File: src/verilog/mqw_pkg.sv
/*
 Constants and carrier types for the multi-queue write-port select block.
 Assumes one free-running write clock and an asynchronous active-high reset.
*/
// What this block does
// - Flag bus and selected-queue flags stay high-impedance until test port reset
// - Strobe high on edge captures queue address
// - Enabled edge stores data in selected queue
// - Queue selection works regardless of write enable
// - New queue writable two edges after selection
// - Selecting and next edge write old queue
// - Address: low 2 bits queue, high 3 device
// - Addressing accepted only on matching device ID
// - Flag strobe selects device for almost-full bus
// - Flag bus cycling needs no write enable
// - Polled mode steps flag bus, makes sync
// - Flags update synchronous to write clock
// - Expansion flag out driven, in sampled, on clock
// - Configuration done goes low after programming
package mqw_pkg;
   localparam int ADDR_W       = 5;
   localparam int QUEUE_W      = 2;
   localparam int DEV_W        = 3;
   localparam int NUM_QUEUES   = 4;
   localparam int DATA_W       = 36;
   localparam int SEL_DELAY    = 2;
   localparam int PROG_CYCLES  = 16;
   localparam logic [QUEUE_W-1:0] QUEUE_RESET = 2'h0;

   typedef struct packed {
      logic                 strobe;
      logic [ADDR_W-1:0]    addr;
   } mqw_sel_type;

   typedef struct packed {
      logic                 valid;
      logic [QUEUE_W-1:0]   queue;
      logic [DATA_W-1:0]    data;
   } mqw_wr_type;

   typedef enum logic [1:0] {
      MQW_PROG  = 2'b00,
      MQW_READY = 2'b01
   } mqw_state_type;
endpackage

File: src/verilog/mqw_select_pipe.sv
/*
 Queue selection pipeline: holds the active write target and its pending successor.
 Assumes selection strobes are taken as synchronous to the clock.
*/
`timescale 1ns/1ps
module mqw_select_pipe #(
   parameter int DELAY = mqw_pkg::SEL_DELAY
) (
   input  wire logic                        CLK_I,     // Write clock
   input  wire logic                        RESET_I,   // Async reset
   input  wire logic                        load_i,    // Accepted selection
   input  wire logic                        match_i,   // Device ID matched
   input  wire logic [mqw_pkg::QUEUE_W-1:0] queue_i,   // Requested queue
   output logic      [mqw_pkg::QUEUE_W-1:0] active_o,  // Queue taking writes
   output logic                             enabled_o  // This device addressed
);
   logic [DELAY-2:0]            pend_reg;
   logic [mqw_pkg::QUEUE_W-1:0] q_pend_reg;
   logic                        m_pend_reg;
   logic [mqw_pkg::QUEUE_W-1:0] active_reg;
   logic                        enabled_reg;
   wire                         apply = pend_reg[DELAY-2];

   // Switch lands one edge after the strobe, so only the selecting edge and the next hit the old queue.
   // A fresh strobe restarts the count: the latest queue wins and no stale target is applied.
   always_ff @(posedge CLK_I or posedge RESET_I) begin
      if (RESET_I) begin
         pend_reg    <= '0;
         q_pend_reg  <= mqw_pkg::QUEUE_RESET;
         m_pend_reg  <= 1'b0;
         active_reg  <= mqw_pkg::QUEUE_RESET;
         enabled_reg <= 1'b0;
      end else begin
         if (load_i)
            pend_reg <= (DELAY-1)'(1);
         else
            pend_reg <= (DELAY-1)'({pend_reg, 1'b0});
         if (load_i) begin
            q_pend_reg <= queue_i;
            m_pend_reg <= match_i;
         end
         if (apply && !load_i) begin
            active_reg  <= q_pend_reg;
            enabled_reg <= m_pend_reg;
         end
      end
   end

   assign active_o  = active_reg;
   assign enabled_o = enabled_reg;

   chk_switch_delay: assert property (@(posedge CLK_I) disable iff (RESET_I)
      load_i ##1 !load_i |=> active_o == $past(q_pend_reg))
      else $error("queue switch not two edges after select");
   chk_old_queue_hold: assert property (@(posedge CLK_I) disable iff (RESET_I)
      load_i |=> $stable(active_o))
      else $error("queue switched too early");
endmodule

File: src/verilog/mqw_flag_bus.sv
/*
 Almost-full flag bus driver: strobed device selection or polled stepping.
 Assumes per-queue almost-full levels arrive on the write clock.
*/
`timescale 1ns/1ps
module mqw_flag_bus #(
   parameter int NQ = mqw_pkg::NUM_QUEUES
) (
   input  wire logic                       CLK_I,      // Write clock
   input  wire logic                       RESET_I,    // Async reset
   input  wire logic                       polled_i,   // Polled mode
   input  wire logic                       strobe_i,   // Flag device strobe
   input  wire logic                       id_hit_i,   // High address matches ID
   input  wire logic                       ready_i,    // Configured
   input  wire logic                       expand_in_i,// Token from prior device
   input  wire logic [NQ-1:0]              afull_i,    // Per-queue almost full
   output logic      [NQ-1:0]              bus_o,      // Flag bus value
   output logic                            bus_oe_o,   // Flag bus driven
   output logic                            sync_o,     // Polled sync
   output logic                            expand_out_o// Token to next device
);
   logic [NQ-1:0] bus_reg;
   logic          own_reg;
   logic          sync_reg;
   logic          xo_reg;
   logic          xi_reg;

   // Device owns the bus after a matching strobe, or while holding the poll token
   wire own_next = polled_i ? (xi_reg | (own_reg & ~xo_reg)) :
                   (strobe_i ? id_hit_i : own_reg);

   always_ff @(posedge CLK_I or posedge RESET_I) begin
      if (RESET_I) begin
         bus_reg  <= '0;
         own_reg  <= 1'b0;
         sync_reg <= 1'b0;
         xo_reg   <= 1'b0;
         xi_reg   <= 1'b0;
      end else begin
         xi_reg   <= expand_in_i;
         own_reg  <= ready_i & own_next;
         bus_reg  <= afull_i;
         sync_reg <= ready_i & polled_i & xi_reg;
         xo_reg   <= ready_i & polled_i & own_reg & ~xo_reg;
      end
   end

   assign bus_o        = bus_reg;
   assign bus_oe_o     = own_reg;
   assign sync_o       = sync_reg;
   assign expand_out_o = xo_reg;

   chk_strobe_select: assert property (@(posedge CLK_I) disable iff (RESET_I)
      ready_i && !polled_i && strobe_i |=> bus_oe_o == $past(id_hit_i))
      else $error("strobed device selection wrong");
endmodule

File: src/verilog/mqw_write_port.sv
/*
 Write-port control of a four-queue FIFO device with cascade addressing.
 Assumes a free-running write clock and a controller that keeps the strobe rules.
 Queue storage itself sits downstream on the write request output.
*/
`timescale 1ns/1ps
module mqw_write_port #(
   parameter int                  DATA_W = mqw_pkg::DATA_W,
   parameter logic [2:0]          DEV_ID = 3'h0,   // Expansion ID of this device
   parameter int                  PROG_N = mqw_pkg::PROG_CYCLES
) (
   input  wire logic              CLK_I,           // Write clock
   input  wire logic              RESET_I,         // Master reset
   input  wire logic              TEST_RESET_DONE_I, // Test port has been reset
   input  wire logic              CONFIG_IN_N_I,   // Upstream config done, low
   input  wire logic              WRITE_EN_N_I,    // Write enable, low
   input  wire logic [35:0]       DATA_I,          // Input data bus
   input  wire logic              QUEUE_SELECT_STROBE_I, // Queue select strobe
   input  wire logic              FLAG_DEVICE_STROBE_I,  // Flag device strobe
   input  wire logic [4:0]        WRITE_QUEUE_ADDRESS_I, // Queue/device address
   input  wire logic              POLLED_MODE_I,   // Polled flag bus mode
   input  wire logic [3:0]        QUEUE_ALMOST_FULL_I,   // Per-queue almost full
   input  wire logic [3:0]        QUEUE_FULL_I,    // Per-queue full
   input  wire logic              FLAG_EXPAND_IN_I,// Poll token in
   output logic                   CONFIG_DONE_OUT_N_O,   // Config done, low
   output logic                   WR_VALID_O,      // Store strobe
   output logic [1:0]             WR_QUEUE_O,      // Store target
   output logic [35:0]            WR_DATA_O,       // Store data
   output logic [3:0]             ALMOST_FULL_STATUS_BUS_O, // Flag bus
   output logic                   ALMOST_FULL_STATUS_BUS_OE_O, // Flag bus enable
   output logic                   ALMOST_FULL_FLAG_SEL_O, // Selected-queue almost full
   output logic                   ALMOST_FULL_FLAG_SEL_OE_O, // Its enable
   output logic                   FULL_FLAG_O,     // Selected-queue full
   output logic                   FULL_FLAG_OE_O,  // Its enable
   output logic                   FLAG_BUS_SYNC_O, // Polled sync
   output logic                   FLAG_EXPAND_OUT_O // Poll token out
);
   mqw_pkg::mqw_state_type  state_reg;
   mqw_pkg::mqw_state_type  state_next;
   logic [7:0]              prog_cnt_reg;
   logic                    cfg_done_reg;
   mqw_pkg::mqw_wr_type     wr_reg;
   logic                    paf_reg;
   logic                    ff_reg;
   logic                    outputs_live_reg;
   mqw_pkg::mqw_sel_type    sel;
   logic [1:0]              active_q;
   logic                    port_enabled;
   logic [3:0]              bus_val;
   logic                    bus_oe;
   logic                    sync_val;
   logic                    xo_val;

   function automatic logic id_match(input logic [4:0] a);
      id_match = a[4:2] == DEV_ID;
   endfunction

   assign sel = {QUEUE_SELECT_STROBE_I, WRITE_QUEUE_ADDRESS_I};

   wire ready     = (state_reg == mqw_pkg::MQW_READY);
   // Selection ignores write enable entirely
   wire sel_take  = ready & sel.strobe;
   wire sel_hit   = id_match(sel.addr);
   wire flag_hit  = id_match(WRITE_QUEUE_ADDRESS_I);
   wire store     = ready & port_enabled & ~WRITE_EN_N_I;
   wire prog_done = (prog_cnt_reg == 8'(PROG_N - 1));

   // Programming phase: count out a fixed setup time, then wait for upstream done
   always_comb begin
      state_next = state_reg;
      case (state_reg)
         mqw_pkg::MQW_PROG: begin
            if (prog_done && !CONFIG_IN_N_I)
               state_next = mqw_pkg::MQW_READY;
         end
         mqw_pkg::MQW_READY: state_next = mqw_pkg::MQW_READY;
         default:            state_next = mqw_pkg::MQW_PROG;
      endcase
   end

   always_ff @(posedge CLK_I or posedge RESET_I) begin
      if (RESET_I) begin
         state_reg    <= mqw_pkg::MQW_PROG;
         prog_cnt_reg <= 8'h00;
         cfg_done_reg <= 1'b0;
      end else begin
         state_reg    <= state_next;
         if (!prog_done)
            prog_cnt_reg <= prog_cnt_reg + 8'h01;
         cfg_done_reg <= (state_next == mqw_pkg::MQW_READY);
      end
   end

   // Config done follows upstream once this device is programmed
   assign CONFIG_DONE_OUT_N_O = ~cfg_done_reg | CONFIG_IN_N_I;

   mqw_select_pipe #(
      .DELAY (mqw_pkg::SEL_DELAY)
   ) u_sel (
      .CLK_I     (CLK_I),
      .RESET_I   (RESET_I),
      .load_i    (sel_take),
      .match_i   (sel_hit),
      .queue_i   (sel.addr[1:0]),
      .active_o  (active_q),
      .enabled_o (port_enabled)
   );

   mqw_flag_bus #(
      .NQ (mqw_pkg::NUM_QUEUES)
   ) u_flags (
      .CLK_I        (CLK_I),
      .RESET_I      (RESET_I),
      .polled_i     (POLLED_MODE_I),
      .strobe_i     (FLAG_DEVICE_STROBE_I),
      .id_hit_i     (flag_hit),
      .ready_i      (ready),
      .expand_in_i  (FLAG_EXPAND_IN_I),
      .afull_i      (QUEUE_ALMOST_FULL_I),
      .bus_o        (bus_val),
      .bus_oe_o     (bus_oe),
      .sync_o       (sync_val),
      .expand_out_o (xo_val)
   );

   // Registered store request and selected-queue flags
   always_ff @(posedge CLK_I or posedge RESET_I) begin
      if (RESET_I) begin
         wr_reg           <= '0;
         paf_reg          <= 1'b0;
         ff_reg           <= 1'b0;
         outputs_live_reg <= 1'b0;
      end else begin
         wr_reg.valid     <= store;
         wr_reg.queue     <= active_q;
         wr_reg.data      <= DATA_I;
         paf_reg          <= QUEUE_ALMOST_FULL_I[active_q];
         ff_reg           <= QUEUE_FULL_I[active_q];
         outputs_live_reg <= TEST_RESET_DONE_I;
      end
   end

   assign WR_VALID_O  = wr_reg.valid;
   assign WR_QUEUE_O  = wr_reg.queue;
   assign WR_DATA_O   = wr_reg.data;

   // Flag bus and selected-queue flag pins float until the test port has seen its reset; sync and expansion out are always driven
   assign ALMOST_FULL_STATUS_BUS_O     = bus_val;
   assign ALMOST_FULL_STATUS_BUS_OE_O  = bus_oe & outputs_live_reg;
   assign ALMOST_FULL_FLAG_SEL_O       = paf_reg;
   assign ALMOST_FULL_FLAG_SEL_OE_O    = outputs_live_reg & port_enabled;
   assign FULL_FLAG_O                  = ff_reg;
   assign FULL_FLAG_OE_O               = outputs_live_reg & port_enabled;
   assign FLAG_BUS_SYNC_O              = sync_val;
   assign FLAG_EXPAND_OUT_O            = xo_val;

   chk_store_enable: assert property (@(posedge CLK_I) disable iff (RESET_I)
      ready && port_enabled && !WRITE_EN_N_I |=> WR_VALID_O && WR_DATA_O == $past(DATA_I))
      else $error("enabled write not stored");
   chk_no_store_idle: assert property (@(posedge CLK_I) disable iff (RESET_I)
      !port_enabled || WRITE_EN_N_I |=> !WR_VALID_O)
      else $error("store without enable or addressing");
   chk_sel_no_wen: assert property (@(posedge CLK_I) disable iff (RESET_I)
      sel_take && WRITE_EN_N_I ##1 !sel_take |=> active_q == $past(sel.addr[1:0], 2))
      else $error("selection needs write enable");
   chk_outputs_float: assert property (@(posedge CLK_I) disable iff (RESET_I)
      !$past(TEST_RESET_DONE_I) |-> !FULL_FLAG_OE_O && !ALMOST_FULL_STATUS_BUS_OE_O)
      else $error("output driven before test reset");
   chk_full_flag: assert property (@(posedge CLK_I) disable iff (RESET_I)
      1'b1 |=> FULL_FLAG_O == $past(QUEUE_FULL_I[active_q]))
      else $error("full flag not tracking queue");
   chk_config_done: assert property (@(posedge CLK_I) disable iff (RESET_I)
      !ready |-> CONFIG_DONE_OUT_N_O)
      else $error("config done before programming");
endmodule

File: config.mk
export PLATFORM = sky130hd
export DESIGN_NAME = mqw_write_port
export DESIGN_NICKNAME = d
export VERILOG_FILES = /design/src/verilog/mqw_pkg.sv /design/src/verilog/mqw_select_pipe.sv /design/src/verilog/mqw_flag_bus.sv /design/src/verilog/mqw_write_port.sv
export SDC_FILE = /design/constraint.sdc
export NUM_CORES = 1
export LEC_CHECK = 0
export ABC_AREA = 1
export BUFFER_PORTS_ARGS = -buffer_cell sky130_fd_sc_hd__buf_4
export CORE_MARGIN = 1
export CORE_UTILIZATION = 40
export DETAILED_ROUTE_END_ITERATION = 8
export PLACE_DENSITY = 0.8
export SLEW_MARGIN = 20
export SYNTH_ARGS = -nofsm -noshare
export SYNTH_HDL_FRONTEND = slang
export SYNTH_HIERARCHICAL = 1
export SYNTH_SLANG_ARGS = --single-unit
export TNS_END_PERCENT = 50
File: constraint.sdc
create_clock -name CLK_I -period 1.89 [get_ports CLK_I]
set_input_delay 0.378 -clock CLK_I [delete_from_list [all_inputs] [get_ports CLK_I]]
set_output_delay 0.378 -clock CLK_I [all_outputs]
set_load 0.03 [all_outputs]
==> summary.md, run 1 <==
| Metric | Value |
|---|---|
| Crit end category | `primary output` |
| Placer Congestion | `0.790` |
| Most frequent cells in the layout | `108 x buf_4, 68 x dfrtp_1, 50 x nand2_1, 24 x inv_1, 11 x clkbuf_8` |
| Syn Nets | `~250` |
| Depth of the worst hold-timing path | `1` |
| CTS tree | `built` |
| Grt ovf | `0` |
| Power per Cell Area | `993 nW/um^2` |
| RSZ-0062 raised after global routing | `no` |
| Highest Clock Rate | `0.713 GHz` |
| Total Power | `roughly 3.3 mW` |
| # resized after CTS | `0` |
| Worst vdd ir | `583 uV` |
| DRT Pass-1 Iters | `4` |
| LEAKAGE | `1.83 nW` |
| CP max stage cell | `dfrtp_1` |
| Worst R2R Start | `state_reg[1]$_DFF_PP0_` |
| Hold Vio Cnt, Final | `0` |
| Critical Path Source | `u_sel/enabled_o$_DFFE_PP0P_` |
| Initial antenna violation count | `0` |
| Reg2Reg Capture Point | `u_sel/active_o[0]$_DFFE_PP0P_` |
| Final net count | `366` |
| Area delta synth->final | `50.6%` |
| CP Class | `reg2out` |
| R2R depth | `5` |
| Detailed placement HPWL | `approximately 3.6 mm` |
| Comb pwr share | `between 10% and 20%` |
| Clock skew | `0.00634 ns` |
| Synthesis-stage register bit count | `68` |
| Flop2flop setup slack | `0.57 ns` |
| CTS Sinks | `just under 70` |
| Tot GR Track Use | `17.4%` |
| Setup TNS | `0 ns` |
| Hold Path End | `WR_DATA_O[24]$_DFF_PP0_` |
| Yosys cell types | `21` |
| DRC violations left | `0` |
| Mapped Cells | `around 190` |
| Worst Min Path Start | `DATA_I[24]` |
| Worst Hold Class | `in2reg` |
| Crit-path max cell delay | `0.41 ns` |
| Number of global-route vias before repair | `1696` |
| Worst skew pair latency | `about 0.33 ns` |
| Hold_buf cts | `1` |
| Fin Hold WS | `between 0.1 and 0.15 ns` |
| Post-synthesis cell area | `2240 sq um` |
| Share of cells above drive strength 1 | `roughly 43%` |
| WL final | `4.70 mm` |
| I/O Buffers | `108` |
| Slew @ Worst Pin | `roughly 0.51 ns` |
| Clk pwr share | `36.2%` |
| Syn Area/Cell | `12.0 sq um` |
| Worst EP required | `between 1.5 and 2 ns` |
| Status | `finished, final reports clean` |
| Crit start category | `register` |
| Die width | `76.8 um` |
| Clock root buffer | `clkbuf_8` |
| Starting Density | `42.7%` |
| Worst-path clk slew | `0.07 ns` |
| Tcrit/Tclk final | `between 70% and 80%` |
| Max cap viols | `0` |
| Max-slew violations | `0` |
| Largest net degree at the start of global routing | `33` |
| Sw Share | `roughly a quarter` |
| Core area | `about 5200 sq um` |
| Num ports | `roughly 110` |
| Total internal power | `2.46 mW` |
| # setup viols final | `0` |
| Vias per cell | `around 4.4` |
| Period minus WS final | `1.40 ns` |
| Num CTS Buffers | `9` |
| WL per Instance | `between 10 and 15 um` |
| Sequential Power Share | `48.5%` |
| Commonest non-fill, non-tap cell in the layout | `buf_4` |
| DR vias | `between 1500 and 2000` |
| Post CTS Setup Buffer Count | `0` |
| H-tree Lvls | `3` |
| N_diodes | `0` |
| Crit Path Max Fanout | `3` |
| YS warnings | `6` |
| Max clock buf depth | `2` |
| Worst slack, placed | `0.592 ns` |
| Post-route antenna net violation count | `0` |
| Die Y | `76.8 um` |
| FP Rows | `26` |
| Seq/Total Area, Yosys | `76.0%` |
| Critical Path AT | `~1 ns` |
| Die area | `5900 sq um` |
| DR iter-0 viols | `44` |
| CP cell instances | `nand2_1, inv_1, buf_4` |
| Sw Pwr | `0.889 mW` |
| Final worst slack | `0.488 ns` |
| Slew headroom | `66.1%` |
| Largest register FFs | `36` |
| First-pass GRT wire length | `7.71 mm` |
==> cells in the mapped netlist (all sizes together) <==
master,instances,area (sq um)
nand2,52,205
nor3,1,5.00
nand4,3,18.8
nor2,12,60.1
inv,26,97.6
ha,1,12.5
dfrtp,68,1700
a21oi,3,15.0
nand3b,2,15.0
or2,1,6.26
buf,1,7.51
conb,1,3.75
o21bai,2,15.0
o211ai,2,15.0
nand3,7,35.0
o21ai,5,25.0
==> cell families after synthesis <==
kind of cell,Yosys count,share of synthesized area [%]
buf+inv,27,4.70
fa+ha+maj,1,0.559
flops,68,76.0
simple gates,78,15.4
other cells,1,0.168
compound gates,12,3.13
==> how the worst max path moves through the flow <==
stage                                                  end  slack (ns)  depth (start not counted)
final                            ALMOST_FULL_FLAG_SEL_OE_O        0.49                          3
after global routing             ALMOST_FULL_FLAG_SEL_OE_O        0.43                          3
after CTS                        ALMOST_FULL_FLAG_SEL_OE_O        0.47                          3
after detailed placement     u_sel/active_o[0]$_DFFE_PP0P_        0.59                          6
after global placement       u_sel/active_o[0]$_DFFE_PP0P_        0.64                          5
after floorplan           ALMOST_FULL_FLAG_SEL_O$_DFF_PP0_        0.23                          1
==> cell type report <==
class,count,area [sq um]
tap,70,87.6
inverter,26,97.6
multi-input combinational,92,432
timing repair buffer,110,841
clock buffer,11,151
sequential,68,1700
fill,415,1870
clock inverter,5,60.1
==> worst max-delay path: cells and delay by family, from the launching register on <==
family | cells | cell delay (ns)
buf+inv | 2 | 0.21
flops | 1 | 0.41
simple gates | 1 | 0.08
==> power by group through the flow <==
stage,Clock (mW),Combinational (mW),Sequential [mW]
floorplan,0,0.103,1.79
CTS,1.25,0.519,1.63
global route,1.31,0.547,1.64
detailed placement,0,0.516,1.65
global placement,0,0.505,1.65
finish,1.21,0.510,1.63
==> metal layers <==
metal,global-route usage [%],up-vias,part of all wire (%)
met5,0,-,0
met4,9.81,0,2.4
met3,4.52,11,6.5
met2,30.4,69,52
met1,19.0,774,39
li1,-,808,-
==> through the flow <==
stage               instances  cell area [sq um]  utilization (%)
floorplan                 187               2240                -
global route              382               3370             64.4
global placement          365               3150             60.1
finish                    382               3370             64.4
CTS                       382               3370             64.4
detailed placement        365               3150             60.1
No activity file was read; power rests on OpenSTA's default activity.
==> run 2, diff against run 1 <==
clock period = 1.3 ns   (was 1.89 ns; I/O delays follow)
==> run 2 against run 1 <==
Effect of this change: non-clock buffer count increased by 2; final cell count increased by 0.52%; setup slack worse by 0.47 ns; clock skew about the same; register-to-register slack worse by 0.47 ns; global-route usage rose by 0.43 points; design area grew 0.22%; wire length is 5.2% higher; core utilization increased by 0.14 points; sequential share of layout area down 0.11 points; critical path depth is the same.
==> summary.md, run 2 (synthesized netlist as in run 1, its figures left out) <==
| Metric | Value |
|---|---|
| Status | `finished, final reports clean (unchanged)` |
| GR peak layer | `met2 (unchanged)` |
| Flop2flop setup slack | `0.10 ns (was 0.57 ns)` |
| Starting Density | `42.7% (unchanged)` |
| CP Class | `reg2out (unchanged)` |
| DR iter-0 viols | `113 (was 44)` |
| Crit end category | `primary output (unchanged)` |
| N_diodes | `0 (unchanged)` |
| Critical Path Source | `u_sel/enabled_o$_DFFE_PP0P_ (unchanged)` |
| Setup crit end | `ALMOST_FULL_FLAG_SEL_OE_O (unchanged)` |
| Worst-path clk slew | `0.08 ns (was 0.07 ns)` |
| Die width | `76.8 um (unchanged)` |
| DR vias | `1724 (was 1662)` |
| Reg2Reg Capture Point | `u_sel/m_pend_reg$_DFFE_PP0P_ (was u_sel/active_o[0]$_DFFE_PP0P_)` |
| Period minus WS final | `between 1 and 1.5 ns` |
| Die area | `5900 sq um (unchanged)` |
| Crit-path max cell delay | `0.41 ns (about the same)` |
| I/O Buffers | `108 (unchanged)` |
| Highest Clock Rate | `between 0.7 and 0.8 GHz` |
| Worst EP required | `1.04 ns (was 1.51 ns)` |
| Max-slew violations | `0 (unchanged)` |
| First-pass GRT wire length | `7.95 mm (was 7.71 mm)` |
| Commonest non-fill, non-tap cell in the layout | `buf_4 (unchanged)` |
| # setup viols final | `0 (unchanged)` |
| Clock skew | `0.00593 ns (was 0.00634 ns)` |
| Reg area | `1700 sq um (unchanged)` |
| Final core occ | `64.5% (was 64.4%)` |
| Most frequent cells in the layout | `109 x buf_4, 68 x dfrtp_1, 49 x nand2_1, 23 x inv_1, 9 x clkbuf_8 (was 108 x buf_4, 68 x dfrtp_1, 50 x nand2_1, 24 x inv_1, 11 x clkbuf_8)` |
| Worst vdd ir | `961 uV (was 583 uV)` |
| Area delta synth->final | `50.9% (was 50.6%)` |
| Detailed placement HPWL | `3.68 mm (was 3.58 mm)` |
| Worst Hold Class | `in2reg (unchanged)` |
| Grt met1 use | `18.0% (was 19.0%)` |
| Crit Path Max Fanout | `3 (unchanged)` |
| Post CTS Setup Buffer Count | `0 (unchanged)` |
| Max clock buf depth | `2 (unchanged)` |
| Total Power | `4.79 mW (was 3.35 mW)` |
| Tot GR Track Use | `17.8% (was 17.4%)` |
| R2R depth | `5 (unchanged)` |
| Power per Cell Area | `1420 nW/um^2 (was 993 nW/um^2)` |
| Grt met3 use | `4.88% (was 4.52%)` |
| CTS Sinks | `68 (unchanged)` |
| CP max stage cell | `dfrtp_1 (unchanged)` |
| Critical Path AT | `1.02 ns (about the same)` |
| Fillers | `406 (was 415)` |
| Post-route antenna net violation count | `0 (unchanged)` |
| Fin cells | `384 (was 382)` |
| Num CTS Buffers | `9 (unchanged)` |
| WL per Instance | `12.9 um (was 12.3 um)` |
| Final net count | `368 (was 366)` |
| FP Rows | `26 (unchanged)` |
| DRT Pass-1 Iters | `4 (unchanged)` |
| Core area | `5240 sq um (unchanged)` |
| Number of global-route vias before repair | `1816 (was 1696)` |
| Setup TNS | `0 ns (unchanged)` |
| Worst skew pair latency | `0.34 ns (was 0.33 ns)` |
| Met2 GRT Util | `32.6% (was 30.4%)` |
| Grt ovf | `0 (unchanged)` |
| Crit start category | `register (unchanged)` |
| Num ports | `109 (unchanged)` |
| Clock root buffer | `clkbuf_8 (unchanged)` |
| LEAKAGE | `1.82 nW (was 1.83 nW)` |
| WL final | `4.94 mm (was 4.70 mm)` |
| Placed cells | `367 (was 365)` |
| CTS tree | `built (unchanged)` |
| H-tree Lvls | `3 (unchanged)` |
| Largest net degree at the start of global routing | `34 (was 33)` |
| Worst R2R Start | `state_reg[1]$_DFF_PP0_ (unchanged)` |
| Initial antenna violation count | `0 (unchanged)` |
| CP cell instances | `nand2_2, inv_2, buf_6 (was nand2_1, inv_1, buf_4)` |
| Placed cell areas | `3160 sq um (was 3150 sq um)` |
| Largest register FFs | `36 (unchanged)` |
| Placer Congestion | `0.815 (was 0.790)` |
| RSZ-0062 raised after global routing | `yes (was no)` |
| Max cap viols | `0 (unchanged)` |
| Die Y | `76.8 um (unchanged)` |
| Final Cell Area | `3380 sq um (was 3370 sq um)` |
| DRC violations left | `0 (unchanged)` |
| Vias per cell | `4.49 (was 4.35)` |
| Share of cells above drive strength 1 | `43.9% (was 42.6%)` |
| Hold Vio Cnt, Final | `0 (unchanged)` |
| Multi-input logic area | `444 sq um (was 432 sq um)` |
| Tcrit/Tclk final | `a little over nine tenths` |
-- run 2: cell types whose count changed in the layout (fill, tap and decap cells not counted), sizes merged --
cell	before	now
clkinv	3	4
inv	26	25
clkbuf	11	10
buf	109	111
clkinvlp	1	2
-- run 2: timing repair --
action / in CTS / in global routing
resized for setup: 3 / 4
endpoints found under the setup margin: 2 / 7
pin swaps: 0 / 1
hold buffers: 1 / 0
endpoints found under the hold margin: 15 / 0
-- run 2: worst min path at each step --
stage | from | to | slack [ns] | cells after the start
3_3_place_gp | RESET_I | u_sel/q_pend_reg[1]$_DFFE_PP0P_ | 0.23 | 2
4_1_cts | DATA_I[25] | WR_DATA_O[25]$_DFF_PP0_ | 0.01 | 1
5_1_grt | DATA_I[22] | WR_DATA_O[22]$_DFF_PP0_ | 0.007 | 1
2_1_floorplan | RESET_I | u_sel/active_o[0]$_DFFE_PP0P_ | 0.06 | 1
3_5_place_dp | RESET_I | u_sel/enabled_o$_DFFE_PP0P_ | 0.24 | 2
6_report | DATA_I[3] | WR_DATA_O[3]$_DFF_PP0_ | 0.02 | 1
-- run 2: power by group --
part | total, mW | switching [mW] | internal [mW]
Clock | 1.68 | 0.795 | 0.886
Sequential | 2.36 | 0.0907 | 2.27
Combinational | 0.749 | 0.435 | 0.314
Total | 4.79 | 1.32 | 3.47
-- run 2: layout make-up --
| cell class | count | area share [%] |
|---|---|---|
| Tap cell | 70 | 2.59 |
| Multi-Input combinational cell | 92 | 13.1 |
| Clock inverter | 6 | 1.93 |
| Timing Repair Buffer | 112 | 25.2 |
| Clock buffer | 10 | 3.78 |
| Sequential cell | 68 | 50.4 |
| Inverter | 26 | 3.00 |
-- run 2: through the flow --
stage | setup WS, ns | hold slack [ns]
6_report | 0.0182 | 0.0228
5_1_grt | -0.0398 | 0.00679
4_1_cts | 0.00145 | 0.0134
3_5_place_dp | 0.109 | 0.239
3_3_place_gp | 0.187 | 0.231
2_1_floorplan | 0.111 | 0.0634
-- run 2: layer usage --
| layer | routed length, um | vias up |
|---|---|---|
| met4 | 131 | 0 |
| met5 | 0 | - |
| met2 | 2650 | 77 |
| li1 | - | 814 |
| met3 | 360 | 12 |
| met1 | 1790 | 821 |
-- run 2: critical path, delay by kind of cell, from the launching register on --
family	cells	cell delay, ns
AND/OR/NAND/NOR	1	0.07
flip-flops	1	0.41
buffers and inverters	2	0.21
